<file path="src/shared/dbrk_pkg.sv">
package dbrk_pkg;
    localparam int unsigned CLK_MHZ        = 25;
    localparam int unsigned NUM_CH         = 2;
    localparam int unsigned POST_ENTRIES   = 32;
    localparam logic [5:0]  POST_LAST      = 6'h1f;
    // register byte offsets
    localparam logic [7:0]  OFS_CTRL       = 8'h00;
    localparam logic [7:0]  OFS_STAT       = 8'h04;
    localparam logic [7:0]  OFS_IRQ_STAT   = 8'h08;
    localparam logic [7:0]  OFS_IRQ_CLR    = 8'h0c;
    localparam logic [7:0]  OFS_IRQ_EN     = 8'h10;
    // debug_control_one fields
    localparam int unsigned CB_ARM         = 0;
    localparam int unsigned CB_CSBE        = 1;
    localparam int unsigned CB_BDT         = 2;
    localparam int unsigned CB_TAG         = 3;
    localparam int unsigned CB_TSRC        = 4;
    localparam int unsigned CB_TRACE_ALIGNMENT      = 6;
    localparam int unsigned CB_CBE         = 8;
    localparam int unsigned CB_IMM         = 10;
    localparam int unsigned CTRL_W         = 12;
    localparam logic [CTRL_W-1:0] CTRL_RST = 12'h000;
    // trace_alignment codes, then the trace source none code
    localparam logic [1:0]  AL_END         = 2'h0;
    localparam logic [1:0]  AL_BEGIN       = 2'h1;
    localparam logic [1:0]  AL_MID         = 2'h2;
    localparam logic [1:0]  TSRC_NONE      = 2'h0;
    // interrupt status bits
    localparam int unsigned IRQ_W          = 3;
    localparam int unsigned IRQ_COPROC     = 0;
    localparam int unsigned IRQ_FINAL      = 1;
    localparam int unsigned IRQ_TRDONE     = 2;
    localparam logic [31:0] RD_ZERO        = 32'h0000_0000;
    localparam logic [1:0]  HTRANS_NONSEQ  = 2'h2;
    typedef enum logic [2:0] {
        TR_IDLE,
        TR_RUN,
        TR_TAG,
        TR_FULL,
        TR_CNT
    } dbrk_trace_t;
endpackage

</file>
<file path="src/shared/dbrk_req_if.sv">
`timescale 1ns/1ps
interface dbrk_req_if;
    logic req;
    logic to_bdm;
    logic ack;
    logic force_brk;
    logic bdm_sel;
    modport owner (output req, output to_bdm, output ack,
                   input force_brk, input bdm_sel);
    modport holder (input req, input to_bdm, input ack,
                    output force_brk, output bdm_sel);
endinterface

</file>
<file path="src/rtl/dbrk_hold.sv">
`timescale 1ns/1ps
module dbrk_hold (
    input wire logic    core_clk,
    input wire logic    sys_rst,
    dbrk_req_if.holder  rq
);
    logic force_q;
    logic force_d;
    logic bdm_q;
    logic bdm_d;

    // set wins over ack so a request in the ack cycle survives
    assign force_d = rq.req | (force_q & ~rq.ack);
    assign bdm_d   = rq.req ? rq.to_bdm : bdm_q;

    always_ff @(posedge core_clk)
    begin
        if (sys_rst)
        begin
            force_q <= 1'b0;
            bdm_q   <= 1'b0;
        end
        else
        begin
            force_q <= force_d;
            bdm_q   <= bdm_d;
        end
    end

    assign rq.force_brk = force_q;
    assign rq.bdm_sel   = bdm_q;
endmodule // dbrk_hold

</file>
<file path="src/rtl/dbrk_top.sv">
// Implementation choices: register access over AHB-Lite and the address map.
`timescale 1ns/1ps
module dbrk_top (
    input  wire logic        core_clk,
    input  wire logic        sys_rst,
    input  wire logic        hsel,
    input  wire logic [31:0] haddr,
    input  wire logic [1:0]  htrans,
    input  wire logic        hwrite,
    input  wire logic [2:0]  hsize,
    input  wire logic [31:0] hwdata,
    input  wire logic        hready,
    output logic             hreadyout,
    output logic             hresp,
    output logic [31:0]      hrdata,
    input  wire logic        coproc_brk_exec,
    input  wire logic        coproc_resume,
    input  wire logic        final_state_trig,
    input  wire logic        final_state_ch,
    input  wire logic        tagged_opcode_exec,
    input  wire logic        trace_buf_full,
    input  wire logic        trace_entry_stored,
    input  wire logic        restricted_mode,
    input  wire logic        cpu_brk_ack,
    output logic             cpu_force_brk,
    output logic             cpu_brk_to_bdm,
    output logic             coproc_halt,
    output logic             seq_to_state0,
    output logic             trace_active,
    output logic             trace_stop,
    output logic             trace_clear,
    output logic             irq
);
    localparam int unsigned CTRL_W_L = dbrk_pkg::CTRL_W;
    logic [CTRL_W_L-1:0] ctrl_q;

    dbrk_pkg::dbrk_trace_t st_q;
    dbrk_pkg::dbrk_trace_t st_d;
    logic [5:0]  cnt_q;
    logic [5:0]  cnt_d;
    logic        ch_q;
    logic        triggered_q;
    logic        halt_q;
    logic        seq0_q;
    logic        tstop_q;
    logic        tclr_q;
    logic        tact_q;
    logic        irq_q;
    logic [dbrk_pkg::IRQ_W-1:0] ist_q;
    logic [dbrk_pkg::IRQ_W-1:0] ien_q;
    logic [31:0] rdata_q;
    logic        wr_pend_q;
    logic [7:0]  wr_addr_q;

    dbrk_req_if rq ();

    dbrk_hold u_hold (
        .core_clk (core_clk),
        .sys_rst  (sys_rst),
        .rq       (rq)
    );

    wire       arm     = ctrl_q[dbrk_pkg::CB_ARM];
    wire       csbe    = ctrl_q[dbrk_pkg::CB_CSBE];
    wire       bdt     = ctrl_q[dbrk_pkg::CB_BDT];
    wire       tagm    = ctrl_q[dbrk_pkg::CB_TAG];
    wire [1:0] tsrc    = ctrl_q[dbrk_pkg::CB_TSRC +: 2];
    wire [1:0] trace_alignment  = ctrl_q[dbrk_pkg::CB_TRACE_ALIGNMENT +: 2];
    wire [1:0] cbe     = ctrl_q[dbrk_pkg::CB_CBE +: 2];
    wire [1:0] imm     = ctrl_q[dbrk_pkg::CB_IMM +: 2];
    wire       session = (tsrc != dbrk_pkg::TSRC_NONE) & ~restricted_mode;

    // bus decode
    wire       acc     = hsel & hready & (htrans == dbrk_pkg::HTRANS_NONSEQ);
    wire       rd_acc  = acc & ~hwrite;
    wire       wr_acc  = acc & hwrite;
    wire       wr_ctrl = wr_pend_q & (wr_addr_q == dbrk_pkg::OFS_CTRL);
    wire       wr_iclr = wr_pend_q & (wr_addr_q == dbrk_pkg::OFS_IRQ_CLR);
    wire       wr_ien  = wr_pend_q & (wr_addr_q == dbrk_pkg::OFS_IRQ_EN);
    wire [7:0] ra      = haddr[7:0];
    wire       hi_zero = (haddr[31:8] == 24'h000000);
    wire [31:0] rd_mux =
        !hi_zero ? dbrk_pkg::RD_ZERO :
        (ra == dbrk_pkg::OFS_CTRL)     ? {20'h00000, ctrl_q} :
        (ra == dbrk_pkg::OFS_STAT)     ? {20'h00000, triggered_q, tact_q,
                                          cnt_q, 1'b0, 3'(st_q)} :
        (ra == dbrk_pkg::OFS_IRQ_STAT) ? {29'h0, ist_q} :
        (ra == dbrk_pkg::OFS_IRQ_EN)   ? {29'h0, ien_q} :
        dbrk_pkg::RD_ZERO;

    // coprocessor break path: no arm, no channel enable involved
    wire coproc_req = coproc_brk_exec & csbe & ~restricted_mode;

    // effective trigger: tagging defers to opcode execution
    wire trig_eff = tagm ? (st_q == dbrk_pkg::TR_TAG) & tagged_opcode_exec
                         : final_state_trig & (st_q != dbrk_pkg::TR_TAG);
    wire trig_ch  = tagm ? ch_q : final_state_ch;
    wire ch_cbe   = cbe[trig_ch];
    wire ch_imm   = imm[trig_ch];

    // immediate break on trigger: no session, imm bit, or end alignment
    wire now_brk  = trig_eff & ch_cbe &
                    (~session | ch_imm |
                     (trace_alignment == dbrk_pkg::AL_END));
    wire full_brk = (st_q == dbrk_pkg::TR_FULL) & trace_buf_full
                    & cbe[ch_q];
    wire cnt_done = (st_q == dbrk_pkg::TR_CNT) & trace_entry_stored
                    & (cnt_q == dbrk_pkg::POST_LAST);
    wire cnt_brk  = cnt_done & cbe[ch_q];
    wire fin_brk  = ~coproc_req & (now_brk | full_brk | cnt_brk);
    wire sess_end = (trig_eff & (ch_imm | ~session |
                     (trace_alignment == dbrk_pkg::AL_END) | (trace_alignment == 2'h3)))
                    | ((st_q == dbrk_pkg::TR_FULL) & trace_buf_full)
                    | cnt_done;

    assign rq.req    = coproc_req | fin_brk;
    assign rq.to_bdm = bdt;
    assign rq.ack    = cpu_brk_ack;

    // trace session sequencing
    always_comb
    begin
        st_d  = st_q;
        cnt_d = cnt_q;
        case (st_q)
            dbrk_pkg::TR_IDLE:
                if (arm && !restricted_mode)
                    st_d = dbrk_pkg::TR_RUN;
            dbrk_pkg::TR_RUN:
                if (final_state_trig && tagm)
                    st_d = dbrk_pkg::TR_TAG;
                else if (trig_eff && !sess_end)
                    st_d = (trace_alignment == dbrk_pkg::AL_BEGIN) ?
                           dbrk_pkg::TR_FULL : dbrk_pkg::TR_CNT;
                else if (trig_eff)
                    st_d = dbrk_pkg::TR_IDLE;
            dbrk_pkg::TR_TAG:
                if (trig_eff && !sess_end)
                    st_d = (trace_alignment == dbrk_pkg::AL_BEGIN) ?
                           dbrk_pkg::TR_FULL : dbrk_pkg::TR_CNT;
                else if (trig_eff)
                    st_d = dbrk_pkg::TR_IDLE;
            dbrk_pkg::TR_FULL:
                if (trace_buf_full)
                    st_d = dbrk_pkg::TR_IDLE;
            dbrk_pkg::TR_CNT:
                if (cnt_done)
                    st_d = dbrk_pkg::TR_IDLE;
                else if (trace_entry_stored)
                    cnt_d = cnt_q + 6'h01;
            default:
                st_d = dbrk_pkg::TR_IDLE;
        endcase
        if (st_d != dbrk_pkg::TR_CNT)
            cnt_d = 6'h00;
        // coprocessor break and restricted mode abort everything
        if (coproc_req || restricted_mode || !arm)
            st_d = dbrk_pkg::TR_IDLE;
    end

    // tracing runs before trigger for end and mid alignment
    wire tact_d = ~restricted_mode & session &
        (((st_d == dbrk_pkg::TR_RUN || st_d == dbrk_pkg::TR_TAG) &&
          trace_alignment == dbrk_pkg::AL_END) ||
         ((st_d == dbrk_pkg::TR_RUN || st_d == dbrk_pkg::TR_TAG) &&
          trace_alignment == dbrk_pkg::AL_MID) ||
         st_d == dbrk_pkg::TR_FULL || st_d == dbrk_pkg::TR_CNT);

    wire [dbrk_pkg::IRQ_W-1:0] ev;
    assign ev[dbrk_pkg::IRQ_COPROC] = coproc_req;
    assign ev[dbrk_pkg::IRQ_FINAL]  = fin_brk;
    assign ev[dbrk_pkg::IRQ_TRDONE] = sess_end & (st_q != dbrk_pkg::TR_IDLE);
    // set wins over a clear in the same cycle
    wire [dbrk_pkg::IRQ_W-1:0] ist_d =
        ev | (ist_q & ~(wr_iclr ? hwdata[dbrk_pkg::IRQ_W-1:0] : 3'h0));
    wire [CTRL_W_L-1:0] ctrl_w = hwdata[CTRL_W_L-1:0];
    // arm self-clears when the session ends or coprocessor breaks
    wire arm_clr = (sess_end & (st_q != dbrk_pkg::TR_IDLE)) | coproc_req;
    wire [CTRL_W_L-1:0] ctrl_d =
        wr_ctrl ? ctrl_w
                : (ctrl_q & ~({{(CTRL_W_L-1){1'b0}}, arm_clr}));

    always_ff @(posedge core_clk)
    begin
        if (sys_rst)
        begin
            ctrl_q      <= dbrk_pkg::CTRL_RST;
            st_q        <= dbrk_pkg::TR_IDLE;
            cnt_q       <= 6'h00;
            ch_q        <= 1'b0;
            triggered_q <= 1'b0;
            ist_q       <= 3'h0;
            ien_q       <= 3'h0;
            irq_q       <= 1'b0;
        end
        else
        begin
            ctrl_q      <= ctrl_d;
            st_q        <= st_d;
            cnt_q       <= cnt_d;
            ch_q        <= (final_state_trig && st_q != dbrk_pkg::TR_TAG)
                           ? final_state_ch : ch_q;
            triggered_q <= (st_d == dbrk_pkg::TR_FULL ||
                            st_d == dbrk_pkg::TR_CNT);
            ist_q       <= ist_d;
            ien_q       <= wr_ien ? hwdata[dbrk_pkg::IRQ_W-1:0] : ien_q;
            irq_q       <= |(ist_d & (wr_ien ? hwdata[dbrk_pkg::IRQ_W-1:0]
                                             : ien_q));
        end
    end

    always_ff @(posedge core_clk)
    begin
        if (sys_rst)
        begin
            halt_q  <= 1'b0;
            seq0_q  <= 1'b0;
            tstop_q <= 1'b0;
            tclr_q  <= 1'b0;
            tact_q  <= 1'b0;
        end
        else
        begin
            // halt is the coprocessor's own default, unconditional
            halt_q  <= coproc_brk_exec | (halt_q & ~coproc_resume);
            seq0_q  <= coproc_req;
            tstop_q <= coproc_req | (trig_eff & ch_imm) |
                       (restricted_mode & tact_q);
            // begin alignment stores nothing before its trigger
            tclr_q  <= coproc_req & (trace_alignment == dbrk_pkg::AL_BEGIN)
                       & ~triggered_q;
            tact_q  <= tact_d;
        end
    end

    always_ff @(posedge core_clk)
    begin
        if (sys_rst)
        begin
            rdata_q   <= dbrk_pkg::RD_ZERO;
            wr_pend_q <= 1'b0;
            wr_addr_q <= 8'h00;
        end
        else
        begin
            rdata_q   <= rd_acc ? rd_mux : rdata_q;
            wr_pend_q <= wr_acc & hi_zero;
            wr_addr_q <= wr_acc ? ra : wr_addr_q;
        end
    end

    // zero wait states, always OKAY
    assign hreadyout      = 1'b1;
    assign hresp          = 1'b0;
    assign hrdata         = rdata_q;
    assign cpu_force_brk  = rq.force_brk;
    assign cpu_brk_to_bdm = rq.bdm_sel;
    assign coproc_halt    = halt_q;
    assign seq_to_state0  = seq0_q;
    assign trace_active   = tact_q;
    assign trace_stop     = tstop_q;
    assign trace_clear    = tclr_q;
    assign irq            = irq_q;
endmodule // dbrk_top

</file>
<file path="config.mk">
export PLATFORM = sky130hd
export DESIGN_NAME = dbrk_top
export DESIGN_NICKNAME = d
export VERILOG_FILES = /design/src/shared/dbrk_pkg.sv /design/src/shared/dbrk_req_if.sv /design/src/rtl/dbrk_hold.sv /design/src/rtl/dbrk_top.sv
export SDC_FILE = /design/constraint.sdc
export NUM_CORES = 1
export LEC_CHECK = 0
export ABC_AREA = 1
export BUFFER_PORTS_ARGS = -buffer_cell sky130_fd_sc_hd__buf_2
export CORE_MARGIN = 3
export CORE_UTILIZATION = 50
export CTS_BUF_LIST = sky130_fd_sc_hd__clkbuf_8
export DETAILED_ROUTE_END_ITERATION = 10
export PLACE_DENSITY_LB_ADDON = 0.15
export SYNTH_ARGS = -nofsm -noshare
export SYNTH_HDL_FRONTEND = slang
export SYNTH_SLANG_ARGS = --single-unit
</file>
<file path="constraint.sdc">
create_clock -name core_clk -period 2.8 [get_ports core_clk]
set_input_delay 0.28 -clock core_clk [delete_from_list [all_inputs] [get_ports core_clk]]
set_output_delay 0.28 -clock core_clk [all_outputs]
set_load 0.01 [all_outputs]
</file>
==> results of run 1 <==
cell usage in the layout, fill, tap and decap left out, types with 2 or more instances in the layout:
cell type	count
nor2_4	2
clkinv_4	2
buf_2	79
o21ai_1	6
o22ai_1	3
nand3_2	7
nand2_2	8
a21oi_1	41
nand3_1	21
dfxtp_1	58
conb_1	22
nand4_1	4
inv_2	5
a31oi_1	2
nor2_2	8
nor2_1	39
a21oi_2	2
nor3_1	6
nor4_1	7
xor2_1	2
o211ai_1	6
o21ai_0	33
clkbuf_8	10
nand2_1	75
inv_1	52
inv_6	2
cells by family (layout without fill, tap and decap cells):
kind of cell | after synthesis | after routing | synth area share, %
AO/OA/AOI/OAI | 95 | 95 | 16.7
flip-flops | 58 | 58 | 37.8
other | 2 | 22 | 0.244
XOR/XNOR | 2 | 2 | 0.570
buffers and inverters | 93 | 155 | 14.5
adder cells (fa/ha/maj) | 1 | 1 | 0.407
AND/OR/NAND/NOR | 185 | 185 | 29.9
layer usage:
layer | vias to the layer above | global-route usage, % | wire [um]
li1 | 1531 | - | -
met1 | 1374 | 28.2 | 3410
met2 | 85 | 38.2 | 3760
met3 | 8 | 6.58 | 500
met4 | 0 | 5.90 | 70
met5 | - | 0 | 0
report_power, final:
| part | switching [mW] | leakage, nW | internal, mW |
|---|---|---|---|
| registers | 0.00331 | 0.468 | 0.830 |
| clock network | 0.365 | 0.103 | 0.444 |
| logic | 0.0723 | 1.00 | 0.0462 |
critical path: cells and delay by family, from the launching register on:
| kind | cells | cell delay (ns) |
|---|---|---|
| AOI/OAI and AO/OA | 4 | 0.64 |
| and+or+nand+nor | 5 | 0.63 |
| DFF | 1 | 0.37 |
| adders and majority gates | 1 | 0.21 |
| buffers and inverters | 1 | 0.08 |
sequential cells by signal, summed over array words and instances, names as in the netlist, 3 cells and up:
signal and count:
ist_q 3, cnt_q 6, wr_addr_q 8, hrdata 12, st_q 3, ctrl_q 12
ien_q 3
stage by stage:
step | hold slack, ns | util, % | power, mW | std cells
6_report | 0.194 | 63.6 | 1.76 | 590
5_1_grt | 0.190 | 63.6 | 1.83 | 590
3_3_place_gp | 0.417 | 59.9 | 0.967 | 574
2_1_floorplan | 0.390 | - | 0.934 | 456
3_5_place_dp | 0.409 | 59.9 | 0.969 | 574
4_1_cts | 0.183 | 63.6 | 1.77 | 590
path summary, 6_finish.rpt:
kind / endpoint / slack, ns / cells past startpoint / startpoint
max: irq / 0.83 / 11 / cnt_q[0]
min: ctrl_q[4] / 0.19 / 3 / hwdata[4]
max reg2reg: irq / 0.83 / 11 / cnt_q[0]
min reg2reg: trace_clear / 0.43 / 1 / triggered_q
layout make-up:
cell class              count  area share, %
well taps                  72           2.48
clock buffers              10           3.79
clock inverters             6           2.00
flip-flops and latches     58           32.0
repair buffers             80           11.1
multi-input cells         305           42.5
inverters                  59           6.17
==> run metrics, run 1 <==
Worst Hold Class=in2reg; YS warnings=0; DP Worst Slack=0.862 ns; post-route cell area=0.00363 sq mm; CTS resizes=0; Slew @ Worst Pin=0.665 ns; slowest CP cell=dfxtp_1; post-route ant nets=0; Initial DRC Count=137; Max Fclk=508 MHz; RSZ-0062 raised after global routing=no; cts hold-fix bufs=0; # IOs=125; Clock Skew=0.00979 ns; Std-Cell Rows=27; GRT Util Overall=22.5%; Core ar.=0.00571 sq mm; register area=0.00116 sq mm; drt wl/cell=13.1 um; detailed-route via count=2998; status=finished, final reports clean; Setup Viol. Count Final=0; P_leak=1.57 nW; clk sinks=58; Max Slew Vio Count=0; DPL Wire Length=6060 um; CTS tree=yes; Post-synth ARST share=0%; Starting Density=53.8%; top_reg_cell synth=dfxtp_1; critical path class=reg2reg; final-report hold violation count=0; crit-path most repeated cell=nand2_1; Post-Syn Area per Cell=7.05 sq um; final worst slack=0.831 ns; die width=84.4 um; share of layout cells above drive strength 1=26.4%; Max Cap Viol=0; sequential share of the synthesized area=37.8%; Clock Root Buffer=clkbuf_8; worst path cell trace=ha_1 > nand3_1 > nor2_1 > a21oi_2 > o21ai_1 > nand2_1 > nand2_1 > nand2_1 > o21ai_0 > o21ai_1 > inv_1; Avg Vias per Cell=5.08; ANT cells=0; clock slew at reported path FFs=0.07 ns; Post-Route WL=7750 um; Yosys top cell area share=37.8%; CP Data Required Time=3.09 ns; nets@finish=597; #FFs+latches synth=58; largest net degree at the start of global routing=33; CP endpoint kind=register; Die Y=84.4 um; htree depth=3; # port buffers=79; worst rel slew slack=55.6%; grt ovf=0; Critical Path AT=2.26 ns; Multi-input gate area=0.00154 sq mm; Post-synth top cells=75 x nand2_1, 58 x dfxtp_1, 52 x inv_1, 41 x a21oi_1, 39 x nor2_1; drt drc=0; synthesized area=0.00307 sq mm; CTS max path bufs=2; placed instance area=0.00342 sq mm; TritonCTS Buffers=9; die area=0.00712 sq mm; Final Critical Period=1.97 ns; Synth cell types=39; first-pass GRT wire length=12900 um; routability cong.=0.874; Yosys top cell by area=dfxtp_1; vias in the first global route=2809; area grow syn2layout=18.2%; Area contributors post-synth=dfxtp_1 38%, nand2_1 9.2%, a21oi_1 6.7%; worst-path fanout max=4; peak supply drop=0.481 mV; initial antenna violation count=0; DRT Pass-1 Iters=4; Fillers=565; Post-synth EDFFs=0; dominant cell by count in the synthesized netlist=nand2_1; TNS Setup=0 ns; crit start category=register; Pwr Density=485 mW/mm^2; later-pin clock latency in the skew report=0.34 ns; Mapped Cells=436; # Post-CTS Setup Buffers=0; CP peak stage delay=0.37 ns; Final period util=70.3%
Note: power is estimated with default switching activity, not from simulation.
==> inputs of run 2 (changes only) <==
clock period = 1.91 ns   (was 2.8 ns; I/O delays follow)
==> run 2 against run 1 <==
Combinational power rose by 50%. Clock-buffer cell count fell by 1. Sequential share of layout area fell by 1.2 points. First-iteration DRC count rose by 15%. Register-to-register slack got worse by 0.66 ns. Fmax rose by 13%. Clock power rose by 59%. Critical path depth did not move. Highest routed layer unchanged. Critical path type unchanged.
==> run metrics, run 2 (synthesis gave the netlist of run 1 again) <==
Seq pwr share=45.4% (-1.9 points); Core ar.=0.00571 sq mm (unchanged); commonest non-fill, non-tap cells in the layout=79 x buf_2, 75 x nand2_1, 56 x dfxtp_1, 52 x inv_1, 41 x a21oi_1; clk sinks=58 (unchanged); # IOs=125 (unchanged); worst-path fanout max=4 (unchanged); fin util=66.1% (+2.6 points); placed instance area=0.00354 sq mm (+3.4%); Initial DRC Count=158 (+15%); clock slew at reported path FFs=0.08 ns (about the same); post-route cell area=0.00378 sq mm (+4.0%); Setup Viol. Count Final=0 (unchanged); crit start category=register; TritonCTS Buffers=9 (unchanged); Switch Pwr=662 uW (+50%); Max Fclk=574 MHz (+13%); first-pass GRT wire length=13600 um (+5.4%); worst path cell trace=ha_1 > nand3_1 > nor2_4 > a21oi_2 > nand4_2 > nand3_2 > nand2_2 > nand2_2 > nand2_1 > nor2_1 > nor2_2; post-route ant nets=0 (unchanged); DP Worst Slack=0.107 ns (-0.754 ns); CP peak stage delay=0.32 ns (-0.05 ns); switching share of power=24.6% (-0.42 points); share of layout cells above drive strength 1=29.1% (+2.7 points); Max Slew Vio Count=0 (unchanged); grt ovf=0 (unchanged); die width=84.4 um (unchanged); vias in the first global route=3046 (+8.4%); nets@finish=611 (+2.3%); area grow syn2layout=22.9%; status=finished, final reports clean; final-report hold violation count=0 (unchanged); Final period util=91.3% (+21 points); critical path class=reg2reg; detailed-route via count=3105 (+3.6%); drt wl/cell=13.3 um (+1.1%); ANT cells=0 (unchanged); CP endpoint kind=register; drt drc=0 (unchanged); CP Data Required Time=2.15 ns (-0.94 ns); Worst Hold Class=in2reg; Critical Path AT=1.98 ns (-0.28 ns); routability cong.=0.867 (-0.78%); # port buffers=79 (unchanged); GRT Util Overall=23.4% (+0.84 points); largest net degree at the start of global routing=33 (unchanged); most common cell after layout, fill and taps aside=buf_2; later-pin clock latency in the skew report=0.35 ns (about the same); Clock Skew=0.0138 ns (+0.00397 ns); slowest CP cell=dfxtp_1; htree depth=3 (unchanged); Starting Density=53.8% (unchanged); Int Pwr=2.03 mW (+54%); Std-Cell Rows=27 (unchanged); Slew @ Worst Pin=0.680 ns (+0.0150 ns); DRT Pass-1 Iters=6 (+2); hold slack=0.0941 ns (-0.0995 ns); TNS Setup=0 ns (unchanged); CP Buf/Inv Count=0 (-1); initial antenna violation count=0 (unchanged); die area=0.00712 sq mm (unchanged); CTS tree=yes; Max Cap Viol=0 (unchanged); final worst slack=0.166 ns (-0.665 ns); Avg Vias per Cell=5.14 (+1.2%); Pwr Density=713 mW/mm^2 (+47%); RSZ-0062 raised after global routing=no; cts hold-fix bufs=0 (unchanged); Logic pwr share=6.6% (about the same); peak supply drop=0.548 mV (+14%); Die Y=84.4 um (unchanged); DPL Wire Length=6120 um (+1.0%); cell family with most CP delay=simple AND/OR/NAND/NOR gates; crit-path most repeated cell=nand2_2; Final Critical Period=1.74 ns (-0.225 ns); Post-Route WL=8020 um (+3.5%); worst rel slew slack=54.6% (-1.0 points); P_leak=1.65 nW (+5.1%); CTS max path bufs=2 (unchanged); clock share of power=48.0% (+2.1 points); Clock Root Buffer=clkbuf_8
## run 2: area by class of cell
cell class | instances | area (sq um)
clock buffer | 9 | 124
clock inverter | 7 | 101
fill | 539 | 1930
inverter | 59 | 224
multi-input combinational | 305 | 1550
sequential | 58 | 1160
tap | 72 | 90.1
timing repair buffer | 94 | 520
## run 2: worst paths after layout
check	start	endpoint	slack, ns	cells past startpoint
setup / recovery	cnt_q[0]	trace_active	0.17	11
hold / removal	coproc_brk_exec	coproc_halt	0.09	3
setup reg to reg	cnt_q[0]	trace_active	0.17	11
hold reg to reg	triggered_q	trace_clear	0.43	1
## run 2: layer usage
metal	vias to the layer above	part of all wire [%]	global-route usage, %
li1	1561	-	-
met2	112	48	39.5
met3	8	7.3	5.69
met5	-	0	0
met1	1424	44	29.8
met4	0	0.77	6.62
## run 2: per-stage QoR
step                      cells  power, mW
after floorplan             456       1.37
after detailed placement    588       1.42
after CTS                   604       2.70
after global placement      588       1.42
final                       604       2.69
after global routing        604       2.78
## run 2: repair_timing
item | in CTS | in global routing
buffers inserted | 0 | 0
setup endpoints to repair | 0 | 7
gates resized for setup | 0 | 5
## run 2: power groups by stage
| stage | Sequential (mW) | Clock (mW) | Combinational, mW |
|---|---|---|---|
| final | 1.22 | 1.29 | 0.179 |
| after CTS | 1.22 | 1.30 | 0.176 |
| after global routing | 1.22 | 1.36 | 0.199 |
| after detailed placement | 1.25 | 0 | 0.174 |
| after global placement | 1.25 | 0 | 0.171 |
| after floorplan | 1.25 | 0 | 0.119 |
## run 2: worst register-to-register path, cell delays in order, from the launching register on
cell     delay [ns]
dfxtp_1        0.32
ha_1           0.22
nand3_1        0.15
nor2_4         0.06
a21oi_2        0.25
nand4_2        0.17
nand3_2        0.12
nand2_2        0.08
nand2_2        0.08
nand2_1        0.05
nor2_1         0.12
nor2_2         0.04
==> inputs of run 3 (changes only) <==
CORE_MARGIN = 2   (was 3)
==> run 3 against run 2 <==
Register-to-register slack is essentially flat. Global-route usage grew 0.69 points. Non-clock buffer count shrank 1. Critical path depth grew 1. Design area shrank 0.99%. Critical path type unchanged. Largest power group is now registers.
==> run metrics, run 3 (synthesis gave the netlist of run 1 again) <==
routability cong.=0.849 (-2.2%); grt ovf=0 (unchanged); CTS tree=yes; htree depth=3 (unchanged); largest net degree at the start of global routing=33 (unchanged); drt drc=0 (unchanged); GRT busiest layer=met2; Initial DRC Count=177 (+12%); die width=82.4 um (-2.4%); # port buffers=79 (unchanged); flop2flop setup slack=0.17 ns (about the same); Final period util=91.1% (-0.15 points); clock slew at reported path FFs=0.07 ns (about the same); critical path class=reg2reg; Avg Vias per Cell=5.06 (-1.6%); met2 Use GR=40.6% (+1.2 points); Max Cap Viol=0 (unchanged); CP Data Required Time=2.15 ns (about the same); Clock Skew=0.0108 ns (-0.00295 ns); vias in the first global route=2778 (-8.8%); nets@finish=610 (-0.16%); Max Slew Vio Count=0 (unchanged); later-pin clock latency in the skew report=0.33 ns (-0.02 ns); Setup Viol. Count Final=0 (unchanged); first-pass GRT wire length=12400 um (-8.8%); CP Launch Point=cnt_q[1]; detailed-route via count=3059 (-1.5%); area grow syn2layout=21.7%; share of layout cells above drive strength 1=28.3% (-0.83 points); TritonCTS Buffers=9 (unchanged); final-report hold violation count=0 (unchanged); Final Critical Period=1.74 ns (-0.00281 ns); drt wl/cell=12.8 um (-3.9%); worst-path fanout max=4 (unchanged); Clock Root Buffer=clkbuf_8; Std-Cell Rows=28 (+3.7%); Max Fclk=574 MHz (+0.16%); commonest non-fill, non-tap cells in the layout=79 x buf_2, 75 x nand2_1, 57 x dfxtp_1, 54 x inv_1, 41 x a21oi_1; met1 Track Usage GR=29.8% (about the same); initial antenna violation count=0 (unchanged); Critical Path AT=1.98 ns (about the same); Worst Hold Class=in2reg; Starting Density=51.9% (-1.9 points); R2R Path End=trace_active; Fillers=585 (+8.5%); die area=0.00679 sq mm (-4.7%); crit start category=register; ANT cells=0 (unchanged); Die Y=82.4 um (-2.4%); # Post-CTS Setup Buffers=0 (unchanged); CTS max path bufs=2 (unchanged); register area=0.00116 sq mm (-0.11%); FF-to-FF path depth=12 (+1); met3 usage=4.78% (-0.91 points); hold slack=0.108 ns (+0.0143 ns); clk sinks=58 (unchanged); fin util=63.1% (-3.0 points); crit path to=trace_active; Multi-input gate area=0.00156 sq mm (+0.48%); Core ar.=0.00592 sq mm (+3.7%); DPL Wire Length=5950 um (-2.8%); status=finished, final reports clean; CP endpoint kind=register; P_leak=1.65 nW (-0.29%); GRT Util Overall=24.1% (+0.69 points); DRT Pass-1 Iters=5 (-1); Post-Route WL=7720 um (-3.7%); most common cell after layout, fill and taps aside=buf_2; peak supply drop=0.563 mV (+2.7%); Pwr Density=665 mW/mm^2 (-6.7%); RR Startpoint=cnt_q[1]; # IOs=125 (unchanged); post-route ant nets=0 (unchanged); total design power=2.49 mW (-7.6%)
-- run 3: critical path, stage by stage, from the launching register on --
cell and delay [ns]:
dfxtp_1 0.35, ha_1 0.20, nand3_1 0.16, nor2_4 0.18, a21oi_4 0.09, nand4_2 0.13
nand2_1 0.06, nand2_1 0.07, nand2_2 0.07, nor2_1 0.11, nor2_1 0.05, nor2_1 0.13
nor2_2 0.04
-- run 3: per-stage QoR --
| stage | setup WS (ns) | area, sq um | cells | setup TNS, ns |
|---|---|---|---|---|
| final | 0.169 | 3740 | 605 | 0 |
| after global routing | -0.0105 | 3740 | 605 | -0.0105 |
| after CTS | 0.112 | 3720 | 605 | 0 |
| after detailed placement | 0.128 | 3530 | 590 | 0 |
| after global placement | 0.156 | 3530 | 590 | 0 |
| after floorplan | 0.294 | 3150 | 456 | 0 |
-- run 3: final cells by class --
| cell class | count | area share, % |
|---|---|---|
| inverters | 59 | 5.99 |
| clock buffers | 10 | 3.68 |
| multi-input cells | 305 | 41.7 |
| flip-flops and latches | 58 | 31.1 |
| well taps | 75 | 2.51 |
| clock inverters | 5 | 1.27 |
| repair buffers | 93 | 13.7 |
-- run 3: worst min path at each step --
stage                    startpoint           to  slack (ns)  cells after the start
floorplan           coproc_brk_exec  coproc_halt        0.31                      2
global placement        triggered_q  trace_clear        0.41                      1
detailed placement      triggered_q  trace_clear        0.41                      1
CTS                 coproc_brk_exec  coproc_halt        0.10                      3
global route              hwdata[2]    ctrl_q[2]        0.13                      3
finish              coproc_brk_exec  coproc_halt        0.11                      3
-- run 3: timing repair --
action                                  4_1_cts  5_1_grt
endpoints found under the setup margin        0        4
gates resized for setup                       0        5
hold buffers                                  0        0
-- run 3: report_power, final --
group	leakage [nW]	internal, mW	switching (mW)
Clock	0.105	0.617	0.471
Sequential	0.469	1.22	0.00481
Combinational	1.07	0.0708	0.106
-- run 3: routing by layer --
layer | routed length, um | vias up | share of wire [%]
li1 | - | 1558 | -
met1 | 3370 | 1396 | 44
met2 | 3780 | 96 | 49
met3 | 457 | 9 | 5.9
met4 | 111 | 0 | 1.4
met5 | 0 | - | 0
